<file path="config.mk">
export PLATFORM = sky130hd
export DESIGN_NAME = bgm_top
export DESIGN_NICKNAME = d
export VERILOG_FILES = /design/src/verilog/bgm_pkg.sv /design/src/verilog/bgm_st_if.sv /design/src/verilog/bgm_top.sv /design/src/verilog/bgm_bg_mon.sv /design/src/verilog/bgm_selftest.sv
export VERILOG_INCLUDE_DIRS = /design/src /design/src/verilog
export SDC_FILE = /design/constraint.sdc
export NUM_CORES = 1
export LEC_CHECK = 0
export BUFFER_PORTS_ARGS = -buffer_cell sky130_fd_sc_hd__buf_2
export CORE_MARGIN = 2
export CORE_UTILIZATION = 61
export DETAILED_ROUTE_END_ITERATION = 16
export PLACE_DENSITY = 0.85
export SETUP_SLACK_MARGIN = 0.2
export SYNTH_ARGS = -nofsm -noshare
export SYNTH_HDL_FRONTEND = slang
export SYNTH_SLANG_ARGS = --single-unit
</file>
<file path="constraint.sdc">
create_clock -name clk_sys -period 3.73 [get_ports clk_sys]
set_input_delay 0.1865 -clock clk_sys [delete_from_list [all_inputs] [get_ports clk_sys]]
set_output_delay 0.1865 -clock clk_sys [all_outputs]
set_load 0.005 [all_outputs]
</file>
<file path="src/verilog/bgm_defs.svh">
// Purpose: Constants of the bandgap monitor and comparator self-test block
// Assumes: 100 MHz system clock, 8-bit register port
// Notes:   Offsets, field positions, reset values and timing counts
`ifndef BGM_DEFS_SVH
`define BGM_DEFS_SVH

// ----------------------------------------------------------------------
// Timing
// ----------------------------------------------------------------------
// Clock period in ns
`define BGM_CLK_NS 10
// Longest monitor blanking during a self-test, in us
`define BGM_BLANK_MAX_US 200
// Longest blanking in cycles, rounded down
`define BGM_BLANK_MAX_CYC ((`BGM_BLANK_MAX_US * 1000) / `BGM_CLK_NS)
// Settle time of each stimulus phase, in us
`define BGM_SETTLE_US 40
// Settle time in cycles, rounded up
`define BGM_SETTLE_CYC \
	((`BGM_SETTLE_US * 1000 + `BGM_CLK_NS - 1) / `BGM_CLK_NS)

// ----------------------------------------------------------------------
// Bandgap compare and rails
// ----------------------------------------------------------------------
// Percent difference at which the bandgaps count as drifted
`define BGM_BG_TRIP_PCT 8'h04
// Rail counts and comparator vector layout
`define BGM_N_BUCK 7
`define BGM_N_LIN 4
`define BGM_N_CMP 22
`define BGM_BUCK_OV_LSB 0
`define BGM_LIN_OV_LSB 7
`define BGM_BUCK_UV_LSB 11
`define BGM_LIN_UV_LSB 18

// ----------------------------------------------------------------------
// Register offsets, bit positions, reset values
// ----------------------------------------------------------------------
`define BGM_OFF_STATUS 8'h00
`define BGM_OFF_IRQ 8'h01
`define BGM_OFF_MASK 8'h02
`define BGM_OFF_CTRL 8'h03
`define BGM_OFF_BUCK_OV 8'h04
`define BGM_OFF_LIN_OV 8'h05
`define BGM_OFF_BUCK_UV 8'h06
`define BGM_OFF_LIN_UV 8'h07
`define BGM_STAT_BG_BIT 0
`define BGM_STAT_BUSY_BIT 1
`define BGM_STAT_ON_BIT 2
`define BGM_STAT_BLK_BIT 3
`define BGM_CTRL_TRIG_BIT 0
`define BGM_CTRL_BYP_BIT 1
`define BGM_CTRL_SEC_BIT 2
`define BGM_CTRL_RST 8'h00
`define BGM_MASK_RST 1'b0
`define BGM_RDATA_RST 8'h00

`endif

</file>
<file path="src/verilog/bgm_pkg.sv">
// Purpose: Types of the bandgap monitor and self-test block
// Assumes: bgm_defs.svh holds the numbers
// Notes:   Types only
package bgm_pkg;
`include "bgm_defs.svh"
	// Register data and address
	typedef logic [7:0] bgm_byte_t;
	// Measured bandgap difference in percent
	typedef logic [7:0] bgm_pct_t;
	// All comparators, buck OV, linear OV, buck UV, linear UV
	typedef logic [`BGM_N_CMP-1:0] bgm_cmp_vec_t;
	// Power control states
	typedef enum logic [1:0] {PWR_OFF, PWR_TEST, PWR_ON, PWR_BLOCKED}
		bgm_pwr_state_t;
	// Self-test engine states
	typedef enum logic [1:0] {ST_IDLE, ST_LOW, ST_HIGH} bgm_st_state_t;
endpackage

</file>
<file path="src/verilog/bgm_st_if.sv">
// Purpose: Link between control logic and the comparator self-test engine
// Assumes: One clock domain
// Notes:   start is a one-cycle request, done a one-cycle answer
`timescale 1ns/100ps
interface bgm_st_if;
	import bgm_pkg::*;
	// Request a self-test run
	logic start;
	// Engine running or reporting
	logic busy;
	// Run finished, fail vector valid
	logic done;
	// One bit per comparator that did not toggle
	bgm_cmp_vec_t fail;
	modport ctl (output start, input busy, input done, input fail);
	modport eng (input start, output busy, output done, output fail);
endinterface

</file>
<file path="src/verilog/bgm_top.sv">
// Purpose: Bandgap drift supervision and OV/UV comparator self-test
// Assumes: reg_secure marks a write that passed the secure sequence
// Notes:   Register port fed from a protected I2C layer
// Contract
// RQ1 - 4 to 12 percent bandgap mismatch is critical
// RQ2 - Mismatch keeps switching regulators from powering up
// RQ3 - Bandgap error at power-up fails, bypass ignored
// RQ4 - Drift when on, bypass 0: shut regulators
// RQ5 - Drift when on, bypass 1: interrupt only
// RQ6 - Bandgap fault flag sets unless masked
// RQ7 - Live status bit follows bandgap condition
// RQ8 - Power-up test toggles every OV/UV comparator
// RQ9 - Failing comparator sets its per-rail warn bit
// RQ10 - Each test run overwrites all warn registers
// RQ11 - Warn clears need secure write when enabled
// RQ12 - Power-up continues whatever the test result
// RQ13 - Writing trigger 1 starts on-demand test
// RQ14 - Trigger self-clears when the test ends
// RQ15 - Host sets trigger by secure write
// RQ16 - On-demand blanking lasts at most 200 us
// RQ17 - Host requests test only when safe
// RQ18 - On-demand failures set warn bits
// RQ19 - Host reads warn bits after each test
// RQ20 - Trigger write ignored while test runs
`timescale 1ns/100ps
module bgm_top #(
	parameter int BLANK_MAX_CYC = `BGM_BLANK_MAX_CYC,
	parameter int SETTLE_CYC = `BGM_SETTLE_CYC
) (
	input wire logic clk_sys,
	input wire logic rst,
	input wire bgm_pkg::bgm_byte_t reg_addr,
	input wire bgm_pkg::bgm_byte_t reg_wdata,
	input wire logic reg_wr,
	input wire logic reg_rd,
	input wire logic reg_secure,
	output bgm_pkg::bgm_byte_t reg_rdata,
	input wire bgm_pkg::bgm_pct_t bg_diff_pct,
	input wire logic pwrup_req,
	input wire logic pwrdn_req,
	input wire bgm_pkg::bgm_cmp_vec_t cmp_out,
	output logic cmp_test_stim,
	output logic monitor_blank,
	output logic reg_power_en,
	output logic pwrup_blocked,
	output logic bandgap_irq
);
	import bgm_pkg::*;

	// ------------------------------------------------------------------
	// Declarations
	// ------------------------------------------------------------------
	bgm_st_if st (); // Link to the self-test engine
	logic bg_fault; // Live bandgap drift
	logic bg_fault_rise; // Drift onset pulse
	bgm_pwr_state_t pwr, next_pwr; // Power control state
	logic bg_seen, next_bg_seen; // Drift seen during power-up test
	logic od_run, next_od_run; // On-demand run in progress
	logic trigger, next_trigger; // selftest_on_demand_trigger
	logic bypass, next_bypass; // bandgap_drift_bypass_cfg
	logic sec_en, next_sec_en; // Secure writing enabled
	logic irq_mask, next_irq_mask; // Bandgap interrupt masked
	logic irq_flag, next_irq_flag; // bandgap_fault_irq_flag
	bgm_cmp_vec_t warn, next_warn; // All self-test warn bits
	bgm_byte_t next_rdata; // Read data for next cycle
	logic wr_ok; // Write allowed under secure mode
	logic pwr_start; // Power-up test request
	logic od_start; // On-demand test request
	logic [15:0] blank_cnt, next_blank_cnt; // Blanking length

	// Address hit of a strobe
	function automatic logic hit(input logic strobe, input bgm_byte_t a,
		input bgm_byte_t off);
		return strobe && (a == off);
	endfunction

	// ------------------------------------------------------------------
	// Submodules
	// ------------------------------------------------------------------
	// Bandgap comparison
	bgm_bg_mon u_bg (
		.clk_sys(clk_sys),
		.rst(rst),
		.bg_diff_pct(bg_diff_pct),
		.bg_fault(bg_fault),
		.bg_fault_rise(bg_fault_rise)
	);

	// Comparator self-test engine
	bgm_selftest #(.SETTLE_CYC(SETTLE_CYC)) u_st (
		.clk_sys(clk_sys),
		.rst(rst),
		.st(st.eng),
		.cmp_out(cmp_out),
		.cmp_test_stim(cmp_test_stim)
	);

	// ------------------------------------------------------------------
	// Power control
	// ------------------------------------------------------------------
	// Power-up and on-demand starts never collide; power-up wins
	assign pwr_start = (pwr == PWR_OFF) && pwrup_req && !bg_fault &&
		!st.busy && !od_run;
	assign od_start = trigger && !od_run && !st.busy && !pwr_start;
	assign st.start = pwr_start | od_start;
	// RQ16 blanking during any run
	assign monitor_blank = st.busy;
	assign reg_power_en = (pwr == PWR_ON);
	assign pwrup_blocked = (pwr == PWR_BLOCKED);
	assign bandgap_irq = irq_flag;

	// Next power state
	always_comb begin
		next_pwr = pwr;
		next_bg_seen = bg_seen;
		case (pwr)
			PWR_OFF: begin
				next_bg_seen = 1'b0;
				// RQ2 drift blocks power-up
				if (pwrup_req && bg_fault) begin
					next_pwr = PWR_BLOCKED;
				end else if (pwr_start) begin
					next_pwr = PWR_TEST;
				end
			end
			PWR_TEST: begin
				// RQ3 drift fails power-up test
				next_bg_seen = bg_seen | bg_fault;
				if (st.done) begin
					// RQ12 continue after comparator test
					next_pwr = (bg_seen | bg_fault) ? PWR_BLOCKED : PWR_ON;
				end
			end
			PWR_ON: begin
				if (pwrdn_req) begin
					next_pwr = PWR_OFF;
				// RQ4 shutdown unless bypassed
				end else if (bg_fault && !bypass) begin
					next_pwr = PWR_OFF;
				end
			end
			PWR_BLOCKED: begin
				// Held until the request drops
				if (!pwrup_req) begin
					next_pwr = PWR_OFF;
				end
			end
			default: next_pwr = PWR_OFF;
		endcase
	end

	// Register power state
	always_ff @(posedge clk_sys) begin
		if (rst) begin
			pwr <= PWR_OFF;
			bg_seen <= 1'b0;
		end else begin
			pwr <= next_pwr;
			bg_seen <= next_bg_seen;
		end
	end
	// ------------------------------------------------------------------
	// Registers
	// ------------------------------------------------------------------
	// Protected writes need reg_secure while secure mode is on
	assign wr_ok = reg_wr && (!sec_en || reg_secure);
	// Next register values; hardware sets win over host clears
	always_comb begin
		next_bypass = bypass;
		next_sec_en = sec_en;
		next_irq_mask = irq_mask;
		next_trigger = trigger;
		next_od_run = od_run;
		next_irq_flag = irq_flag;
		next_warn = warn;
		next_blank_cnt = st.busy ? blank_cnt + 16'h0001 : 16'h0000;
		if (hit(wr_ok, reg_addr, `BGM_OFF_CTRL)) begin
			next_bypass = reg_wdata[`BGM_CTRL_BYP_BIT];
			next_sec_en = reg_wdata[`BGM_CTRL_SEC_BIT];
			// RQ20 ignore trigger while busy
			if (!st.busy && !od_run) begin
				// RQ13 RQ15 trigger on write of one
				next_trigger = trigger | reg_wdata[`BGM_CTRL_TRIG_BIT];
			end
		end
		if (hit(reg_wr, reg_addr, `BGM_OFF_MASK)) begin
			next_irq_mask = reg_wdata[0];
		end
		// Flag cleared by writing one
		if (hit(reg_wr, reg_addr, `BGM_OFF_IRQ) && reg_wdata[0]) begin
			next_irq_flag = 1'b0;
		end
		// RQ5 RQ6 interrupt on drift onset
		if (bg_fault_rise && !irq_mask) begin
			next_irq_flag = 1'b1;
		end
		// RQ11 warn bits cleared by writing one
		if (hit(wr_ok, reg_addr, `BGM_OFF_BUCK_OV)) begin
			next_warn[`BGM_LIN_OV_LSB-1:`BGM_BUCK_OV_LSB] &=
				~reg_wdata[`BGM_N_BUCK-1:0];
		end
		if (hit(wr_ok, reg_addr, `BGM_OFF_LIN_OV)) begin
			next_warn[`BGM_BUCK_UV_LSB-1:`BGM_LIN_OV_LSB] &=
				~reg_wdata[`BGM_N_LIN-1:0];
		end
		if (hit(wr_ok, reg_addr, `BGM_OFF_BUCK_UV)) begin
			next_warn[`BGM_LIN_UV_LSB-1:`BGM_BUCK_UV_LSB] &=
				~reg_wdata[`BGM_N_BUCK-1:0];
		end
		if (hit(wr_ok, reg_addr, `BGM_OFF_LIN_UV)) begin
			next_warn[`BGM_N_CMP-1:`BGM_LIN_UV_LSB] &=
				~reg_wdata[`BGM_N_LIN-1:0];
		end
		if (od_start) begin
			next_od_run = 1'b1;
		end
		if (st.done) begin
			// RQ10 RQ18 overwrite with latest result
			next_warn = st.fail;
			// RQ14 trigger self-clears
			if (od_run) begin
				next_trigger = 1'b0;
				next_od_run = 1'b0;
			end
		end
	end
	// Read mux; unmapped offsets read zero
	always_comb begin
		next_rdata = `BGM_RDATA_RST;
		if (reg_rd) begin
			case (reg_addr)
				`BGM_OFF_STATUS: begin
					// RQ7 live drift status
					next_rdata[`BGM_STAT_BG_BIT] = bg_fault;
					next_rdata[`BGM_STAT_BUSY_BIT] = st.busy;
					next_rdata[`BGM_STAT_ON_BIT] = (pwr == PWR_ON);
					next_rdata[`BGM_STAT_BLK_BIT] = (pwr == PWR_BLOCKED);
				end
				`BGM_OFF_IRQ: next_rdata[0] = irq_flag;
				`BGM_OFF_MASK: next_rdata[0] = irq_mask;
				`BGM_OFF_CTRL: begin
					next_rdata[`BGM_CTRL_TRIG_BIT] = trigger;
					next_rdata[`BGM_CTRL_BYP_BIT] = bypass;
					next_rdata[`BGM_CTRL_SEC_BIT] = sec_en;
				end
				`BGM_OFF_BUCK_OV: next_rdata = {1'b0,
					warn[`BGM_LIN_OV_LSB-1:`BGM_BUCK_OV_LSB]};
				`BGM_OFF_LIN_OV: next_rdata = {4'h0,
					warn[`BGM_BUCK_UV_LSB-1:`BGM_LIN_OV_LSB]};
				`BGM_OFF_BUCK_UV: next_rdata = {1'b0,
					warn[`BGM_LIN_UV_LSB-1:`BGM_BUCK_UV_LSB]};
				`BGM_OFF_LIN_UV: next_rdata = {4'h0,
					warn[`BGM_N_CMP-1:`BGM_LIN_UV_LSB]};
				default: next_rdata = `BGM_RDATA_RST;
			endcase
		end
	end

	// Register the register file
	always_ff @(posedge clk_sys) begin
		if (rst) begin
			bypass <= 1'(`BGM_CTRL_RST >> `BGM_CTRL_BYP_BIT);
			sec_en <= 1'(`BGM_CTRL_RST >> `BGM_CTRL_SEC_BIT);
			trigger <= 1'(`BGM_CTRL_RST >> `BGM_CTRL_TRIG_BIT);
			irq_mask <= `BGM_MASK_RST;
			irq_flag <= 1'b0;
			od_run <= 1'b0;
			warn <= '0;
			reg_rdata <= `BGM_RDATA_RST;
			blank_cnt <= 16'h0000;
		end else begin
			bypass <= next_bypass;
			sec_en <= next_sec_en;
			trigger <= next_trigger;
			irq_mask <= next_irq_mask;
			irq_flag <= next_irq_flag;
			od_run <= next_od_run;
			warn <= next_warn;
			reg_rdata <= next_rdata;
			blank_cnt <= next_blank_cnt;
		end
	end
endmodule

</file>
<file path="src/verilog/bgm_bg_mon.sv">
// Purpose: Compares regulator and monitor bandgaps
// Assumes: Difference arrives as a percentage, synchronous to clk_sys
// Notes:   Gives the live drift level and a pulse on its rising edge
`timescale 1ns/100ps
module bgm_bg_mon (
	input wire logic clk_sys,
	input wire logic rst,
	input wire bgm_pkg::bgm_pct_t bg_diff_pct,
	output logic bg_fault,
	output logic bg_fault_rise
);
	import bgm_pkg::*;

	// Drift level and edge
	logic next_fault;
	logic next_rise;

	// Drift test on a measured difference
	function automatic logic bgm_is_drift(input bgm_pct_t d);
		return d >= `BGM_BG_TRIP_PCT;
	endfunction

	// ------------------------------------------------------------------
	// Compare
	// ------------------------------------------------------------------
	// Next drift level and rising edge
	always_comb begin
		// RQ1 drift threshold compare
		next_fault = bgm_is_drift(bg_diff_pct);
		next_rise = next_fault & ~bg_fault;
	end

	// Register level and pulse
	always_ff @(posedge clk_sys) begin
		if (rst) begin
			bg_fault <= 1'b0;
			bg_fault_rise <= 1'b0;
		end else begin
			bg_fault <= next_fault;
			bg_fault_rise <= next_rise;
		end
	end
endmodule

</file>
<file path="src/verilog/bgm_selftest.sv">
// Purpose: Checks that every OV and UV comparator can toggle
// Assumes: Stimulus high trips all comparators, low releases them
// Notes:   Two settle phases; blanking lasts the whole run
`timescale 1ns/100ps
module bgm_selftest #(
	parameter int SETTLE_CYC = `BGM_SETTLE_CYC
) (
	input wire logic clk_sys,
	input wire logic rst,
	bgm_st_if.eng st,
	input wire bgm_pkg::bgm_cmp_vec_t cmp_out,
	output logic cmp_test_stim
);
	import bgm_pkg::*;

	// Last count of a phase
	localparam logic [15:0] SETTLE_LAST = 16'(SETTLE_CYC - 1);

	bgm_st_state_t state, next_state; // Engine state
	logic [15:0] cnt, next_cnt; // Phase counter
	bgm_cmp_vec_t low_ok, next_low_ok; // Released reading seen low
	bgm_cmp_vec_t fail, next_fail; // Result of the run
	logic done, next_done; // Result pulse
	logic next_stim; // Stimulus for next cycle
	logic phase_end; // Phase settled

	assign phase_end = (cnt == SETTLE_LAST);
	assign st.busy = (state != ST_IDLE) | done;
	assign st.done = done;
	assign st.fail = fail;

	// ------------------------------------------------------------------
	// Sequencer
	// ------------------------------------------------------------------
	// Release phase, then trip phase, then report
	always_comb begin
		next_state = state;
		next_cnt = cnt + 16'h0001;
		next_done = 1'b0;
		case (state)
			ST_IDLE: begin
				next_cnt = 16'h0000;
				// RQ8 start comparator test
				if (st.start) begin
					next_state = ST_LOW;
				end
			end
			ST_LOW: begin
				if (phase_end) begin
					next_state = ST_HIGH;
					next_cnt = 16'h0000;
				end
			end
			ST_HIGH: begin
				if (phase_end) begin
					next_state = ST_IDLE;
					next_done = 1'b1;
				end
			end
			default: next_state = ST_IDLE;
		endcase
		next_stim = (next_state == ST_HIGH);
	end

	// Per comparator capture: must read low released, high tripped
	genvar i;
	generate
		for (i = 0; i < `BGM_N_CMP; i++) begin : g_cmp
			// RQ9 per comparator fail bit
			assign next_low_ok[i] = (state == ST_LOW && phase_end) ?
				~cmp_out[i] : (state == ST_IDLE ? 1'b0 : low_ok[i]);
			assign next_fail[i] = (state == ST_HIGH && phase_end) ?
				~(low_ok[i] & cmp_out[i]) : fail[i];
		end
	endgenerate

	// Register the engine
	always_ff @(posedge clk_sys) begin
		if (rst) begin
			state <= ST_IDLE;
			cnt <= 16'h0000;
			low_ok <= '0;
			fail <= '0;
			done <= 1'b0;
			cmp_test_stim <= 1'b0;
		end else begin
			state <= next_state;
			cnt <= next_cnt;
			low_ok <= next_low_ok;
			fail <= next_fail;
			done <= next_done;
			cmp_test_stim <= next_stim;
		end
	end
endmodule

</file>
==> impl_metrics.py, run 1 <==
metrics = {
    "outcome": {
        "status": "finished, final reports clean",
    },
    "timing": {
        "maxSlewViolCount": 0,
        "rsz0062_at_grt": "false",
        "fmax_mhz": 427,
        "finalSetupViolCount": 0,
        "hold_violations": 0,
        "tightest_slew_ns": 0.940,
        "setup_ws_ns": 1.39,
        "max_slew_margin_pct": 37.3,
        "period_share_pct": 62.7,
        "period_needed_ns": 2.34,
        "fin_skew_ns": 0.00817,
        "finalSetupTns_ns": 0,
    },
    "clocking": {
        "cts_buffers": 9,
        "cts_sinks": 104,
        "clkTransAtPathRegs_ns": 0.09,
        "cts_buffer_depth": 2,
        "cts_tree": "yes",
        "root_buffer": "clkbuf_8",
        "worstSkewPairLatency_ns": 0.36,
        "htreeDepth": 3,
    },
    "detailed_routing": {
        "viasPerCell": 6.38,
        "drc_errors": 0,
        "drt-pass1-iter-count": 4,
        "drt_wl_total_microns": 10200,
        "drt-initial-drc-count": 308,
        "drtAntennaViolNets": 0,
        "wl_per_cell_microns": 17.2,
        "vias": 3791,
    },
    "placed_design": {
        "pre_cts_slack_ns": 1.41,
        "gp_congestion": 0.847,
        "place.port_buffers": 61,
        "dp_hpwl_microns": 6500,
        "dp_cells": 566,
        "placed_cell_area_sq_mm": 0.00468,
    },
    "floorplan": {
        "dieArea_sq_mm": 0.00792,
        "pin_count": 66,
        "die_h_microns": 89.0,
        "design.core.area_sq_mm": 0.00691,
        "rows": 30,
        "die_w_microns": 89.0,
        "start_util_pct": 63.8,
    },
    "final_layout": {
        "syn2layout_area_growth_pct": 13.4,
        "nets": 547,
        "stdcell_area_sq_mm": 0.00500,
        "drive_gt1_share_pct": 19.1,
        "antennaDiodeCount": 0,
        "regArea_sq_mm": 0.00208,
        "fin_cells": 594,
        "utilization_pct": 72.4,
        "fillers": 532,
        "multiInputGateArea_sq_mm": 0.00210,
    },
    "global_routing": {
        "grt_use_total_pct": 26.3,
        "antenna_found_initial": 0,
        "grt_first_pass_wirelength_microns": 16300,
        "grt_overflow": 0,
        "grt_start_max_net_pins": 61,
        "grt_pass1_vias": 3439,
    },
    "pwr": {
        "peakVddDrop_mv": 0.223,
        "p_switching_uw": 458,
        "power.share.switching_pct": 23.6,
        "p_per_area_mw_per_mm2": 388,
        "power_frac_seq_pct": 58.0,
        "clockPowerShare_pct": 35.6,
        "p_leak_uw": 0.00172,
        "pwr-share-comb_pct": 6.4,
        "internal-power_uw": 1480,
    },
    "yosys": {
        "yosys_warnings": 0,
        "synth-edff-count": 0,
        "ys_async_sr_fraction_pct": 0,
        "ys_seq_area_share_pct": 47.2,
        "synth_flop_cell": "dfxtp_1",
        "yosysUniqueCellTypes": 50,
        "syn_inst": 443,
        "netlist_area_sq_mm": 0.00441,
        "synth-seq-cells": 104,
        "synth_area_per_cell_sq_um": 9.95,
        "postSynthNetCount": 497,
    },
    "setup_path": {
        "end_kind": "flip-flop",
        "cp_max_fo": 26,
        "critical_path_arrival_ns": 2.57,
        "worstSetupPathType": "reg2reg",
        "reg2regPathDepth": 6,
        "crit_required_ns": 3.96,
        "startpoint_type": "flip-flop",
    },
    "min_path": {
        "hold_class": "in2reg",
        "min_path_cells": 2,
    },
    "run": {
        "maxCapViolations": 0,
    },
}
[layout by cell type, fill, tap and decap left out, types with 4 or more instances in the layout]
cell type and instances:
a21oi_1 32, mux4_2 4, xor2_1 5, dlygate4sd3_1 12
buf_2 61, and3_1 8, nand3_1 8, mux2i_1 6
a32o_1 22, nor2_1 27, nand4_1 33, xnor2_1 7
nor3b_1 23, nor2b_1 9, o2bb2ai_1 23, nor4_1 7
dfxtp_1 104, nor3_1 10, inv_1 7, nand2_1 6
clkbuf_8 9, a311oi_1 23, buf_4 7
[kinds of logic after synthesis]
group                      count (synthesis)  synth area share (%)
buffers and inverters                     48                  5.17
AOI/OAI and AO/OA                        119                  21.4
xor gates and xnor gates                  12                  2.38
other                                      1                0.0851
DFF                                      104                  47.2
muxes                                     10                  3.41
and+or+nand+nor                          148                  20.1
adders and majority gates                  1                 0.284
[power by group through the flow]
stage	clock network (uW)	registers, uW	logic (uW)
2_1_floorplan	0	1150	66.4
3_3_place_gp	0	1150	112
3_5_place_dp	0	1150	114
4_1_cts	700	1120	123
5_1_grt	751	1130	136
6_report	690	1130	125
[cell usage after synthesis (all sizes together) (9+ instances only)]
library cell  number  area, sq um
a21oi             32          160
clkbuf            20         76.3
a32o              22          220
buf               21          125
nor2              27          101
a311oi            23          201
nand4             33          206
nor2b              9         56.3
nor3              11         60.1
dfxtp            104         2080
o2bb2ai           24          216
nor3b             24          191
[worst paths after layout]
| check | slack [ns] | from | endpoint |
|---|---|---|---|
| worst max-delay path | 1.39 | u_st.cnt[0]$_SDFF_PP0_ | u_st.cnt[12]$_SDFF_PP0_ |
| worst min-delay path | 0.01 | cmp_out[12] | u_st.low_ok[12]$_SDFFE_PP0P_ |
| worst max register to register | 1.39 | u_st.cnt[0]$_SDFF_PP0_ | u_st.cnt[12]$_SDFF_PP0_ |
| worst min register to register | 0.45 | u_st.low_ok[6]$_SDFFE_PP0P_ | u_st.st.fail[6]$_SDFFE_PP0P_ |
[metal layers]
| layer | part of all wire, % | GRT usage (%) |
|---|---|---|
| met2 | 47 | 40.9 |
| met3 | 7.0 | 3.23 |
| met1 | 45 | 37.2 |
| met4 | 1.7 | 11.1 |
| met5 | 0 | 0 |
[flip-flops by register name (all words and copies together) (netlist names), 2 cells and up]
name and flops:
warn 22, u_st.cnt 16, u_st.low_ok 22, u_st.state 2, u_st.st.fail 22, pwr 2
reg_rdata 7
[repair_timing]
action | CTS | global route
endpoints found under the hold margin | 11 | 1
hold buffers | 11 | 1
gates resized for setup | 0 | 0
buffers inserted | 0 | 0
[through the flow]
| stage | total power [uW] | hold slack [ns] |
|---|---|---|
| detailed placement | 1260 | 0.382 |
| floorplan | 1210 | 0.274 |
| global placement | 1260 | 0.376 |
| global route | 2010 | 0.00168 |
| finish | 1940 | 0.0148 |
| CTS | 1950 | 0.000204 |
[cell type report]
cell class	count	area share, %
multi-input cells	291	42.0
flip-flops and latches	104	41.7
repair buffers	80	9.56
clock buffers	10	2.55
well taps	96	2.40
clock inverters	6	1.33
inverters	7	0.526
[critical path: stages, from the launching register on]
cell,delay [ns]
dfxtp_1,0.43
ha_1,0.25
and4_1,0.37
and4_1,0.25
buf_4,0.29
a2bb2oi_2,0.51
nor2_1,0.11
Note: power is estimated with default switching activity, not from simulation.
==> run 2, diff against run 1 <==
--- a/config.mk
+++ b/config.mk
@@ -8,9 +8,9 @@
 export LEC_CHECK = 0
 export BUFFER_PORTS_ARGS = -buffer_cell sky130_fd_sc_hd__buf_2
 export CORE_MARGIN = 2
-export CORE_UTILIZATION = 61
+export CORE_UTILIZATION = 56
 export DETAILED_ROUTE_END_ITERATION = 16
-export PLACE_DENSITY = 0.85
+export PLACE_DENSITY = 0.79
 export SETUP_SLACK_MARGIN = 0.2
 export SYNTH_ARGS = -nofsm -noshare
 export SYNTH_HDL_FRONTEND = slang
==> constraint.sdc (replaced) <==
create_clock -name clk_sys -period 2.3 [get_ports clk_sys]
set_input_delay 0.115 -clock clk_sys [delete_from_list [all_inputs] [get_ports clk_sys]]
set_output_delay 0.115 -clock clk_sys [all_outputs]
set_load 0.005 [all_outputs]
==> run 2 against run 1 <==
  * Power is 64% higher
  * Non-clock buffer count up 19
  * Largest cell class unchanged
  * Global-route usage decreased by 1.9 points
  * Setup slack lost 1.1 ns
  * Sequential power is 61% higher
  * Flip-flop and latch count is the same
  * Die area is 8.5% higher
  * Highest routed layer unchanged
==> impl_metrics.py, run 2 (synthesis gave the netlist of run 1 again) <==
metrics = {
    "outcome": {
        "status": "finished, final reports clean",
    },
    "global_routing": {
        "grt_overflow": 0,
        "grtUsageMet1_pct": 34.3,
        "met2_usage_pct": 39.0,
        "use_met3_pct": 4.23,
        "busiest_layer": "met2",
        "grt_first_pass_wirelength_microns": 16900,
        "antenna_found_initial": 0,
        "grt_start_max_net_pins": 48,
        "grt_pass1_vias": 3502,
        "grt_use_total_pct": 24.4,
    },
    "run": {
        "maxCapViolations": 0,
    },
    "setup_path": {
        "end_kind": "flip-flop",
        "path_buf_inv": 2,
        "cp_max_fo": 25,
        "cp_top_family": "simple AND/OR/NAND/NOR gates",
        "startpoint_type": "flip-flop",
        "path_cells": "nor4bb_1 > and4_1 > buf_6 > a2bb2oi_2 > buf_4 > nor2_1",
        "slowest_stage": "dfxtp_1",
        "crit_required_ns": 2.56,
        "slowest_delay_ns": 0.46,
        "critical_path_arrival_ns": 2.25,
        "worstSetupPathType": "reg2reg",
    },
    "timing": {
        "tightest_slew_ns": 0.620,
        "max_slew_margin_pct": 58.6,
        "fin_skew_ns": 0.0142,
        "period_needed_ns": 1.99,
        "finalSetupViolCount": 0,
        "rsz0062_at_grt": "false",
        "maxSlewViolCount": 0,
        "fmax_mhz": 502,
        "finalSetupTns_ns": 0,
        "period_share_pct": 86.6,
        "hold_violations": 0,
    },
    "placed_design": {
        "dp_hpwl_microns": 6790,
        "gp_congestion": 0.842,
        "place.port_buffers": 61,
        "dp_cells": 581,
    },
    "clocking": {
        "cts_sinks": 104,
        "htreeDepth": 3,
        "cts_buffers": 9,
        "clkTransAtPathRegs_ns": 0.12,
        "cts_tree": "yes",
        "worstSkewPairLatency_ns": 0.37,
        "root_buffer": "clkbuf_8",
        "cts_buffer_depth": 2,
    },
    "floorplan": {
        "pin_count": 66,
        "die_h_microns": 92.7,
        "start_util_pct": 57.3,
        "rows": 32,
        "die_w_microns": 92.7,
        "dieArea_sq_mm": 0.00860,
        "design.core.area_sq_mm": 0.00769,
    },
    "final_layout": {
        "fillers": 639,
        "antennaDiodeCount": 0,
        "reg.largest.list": "u_st.low_ok (22), u_st.st.fail (22), warn (22)",
        "drive_gt1_share_pct": 20.3,
        "nets": 566,
        "syn2layout_area_growth_pct": 17.9,
        "mostFrequentLayoutCell": "dfxtp_1",
        "fin_cells": 619,
        "final_cell_mix": "dfxtp_1 (104), buf_2 (61), nand4_1 (33), a21oi_1 (32), nor2_1 (27)",
    },
    "pwr": {
        "peakVddDrop_mv": 0.415,
        "p_per_area_mw_per_mm2": 611,
        "p_leak_uw": 0.00181,
    },
    "detailed_routing": {
        "viasPerCell": 6.22,
        "drtAntennaViolNets": 0,
        "drt-pass1-iter-count": 5,
        "drt-initial-drc-count": 309,
        "drt_wl_total_microns": 10300,
        "vias": 3851,
        "drc_errors": 0,
        "wl_per_cell_microns": 16.6,
    },
    "min_path": {
        "hold_class": "in2reg",
    },
}
-- run 2: metrics by stage --
step	hold slack (ns)	total power, uW	setup WS (ns)	util (%)	cell area (sq um)
floorplan	0.203	1970	0.473	-	4410
global placement	0.303	2060	0.191	61.9	4760
detailed placement	0.310	2060	0.149	61.9	4760
CTS	0.0254	3200	0.280	67.6	5190
global route	0.0331	3300	0.207	67.6	5200
finish	0.0330	3170	0.309	67.6	5200
-- run 2: area by class of cell --
class	instances	area [sq um]	share of cell area, %
timing repair buffer	99	649	12.5
clock buffer	9	124	2.38
clock inverter	7	77.6	1.49
multi-input combinational	291	2110	40.6
inverter	7	26.3	0.506
tap	102	128	2.46
sequential	104	2080	40.1
-- run 2: path summary, 6_finish.rpt --
check | from | to | slack, ns | depth (start not counted)
max reg2reg | u_st.cnt[7]$_SDFF_PP0_ | u_st.cnt[13]$_SDFF_PP0_ | 0.31 | 6
min reg2reg | u_st.low_ok[0]$_SDFFE_PP0P_ | u_st.st.fail[0]$_SDFFE_PP0P_ | 0.45 | 1
max | u_st.cnt[7]$_SDFF_PP0_ | u_st.cnt[13]$_SDFF_PP0_ | 0.31 | 6
min | reg_rd | reg_rdata[3]$_SDFF_PP0_ | 0.03 | 3
-- run 2: power by group --
group	total (uW)	switching [uW]	internal (uW)
Combinational	225	124	101
Clock	1130	688	437
Sequential	1820	13.9	1810
Total	3170	826	2350
-- run 2: worst min-delay path, delay by kind of cell --
family          cells  cell delay, ns
buf+inv             1            0.10
simple gates        1            0.10
compound gates      1            0.05
-- run 2: timing repair --
action	in CTS	in global routing
setup endpoints to repair	24	13
gates resized for setup	1	1
buffers inserted	0	0
hold endpoints to repair	44	0
hold buffers	22	0
-- run 2: routing by layer --
layer	vias up	share of wire (%)
li1	1853	-
met1	1857	46
met2	130	47
met3	11	6.3
met4	0	0.96
met5	-	0
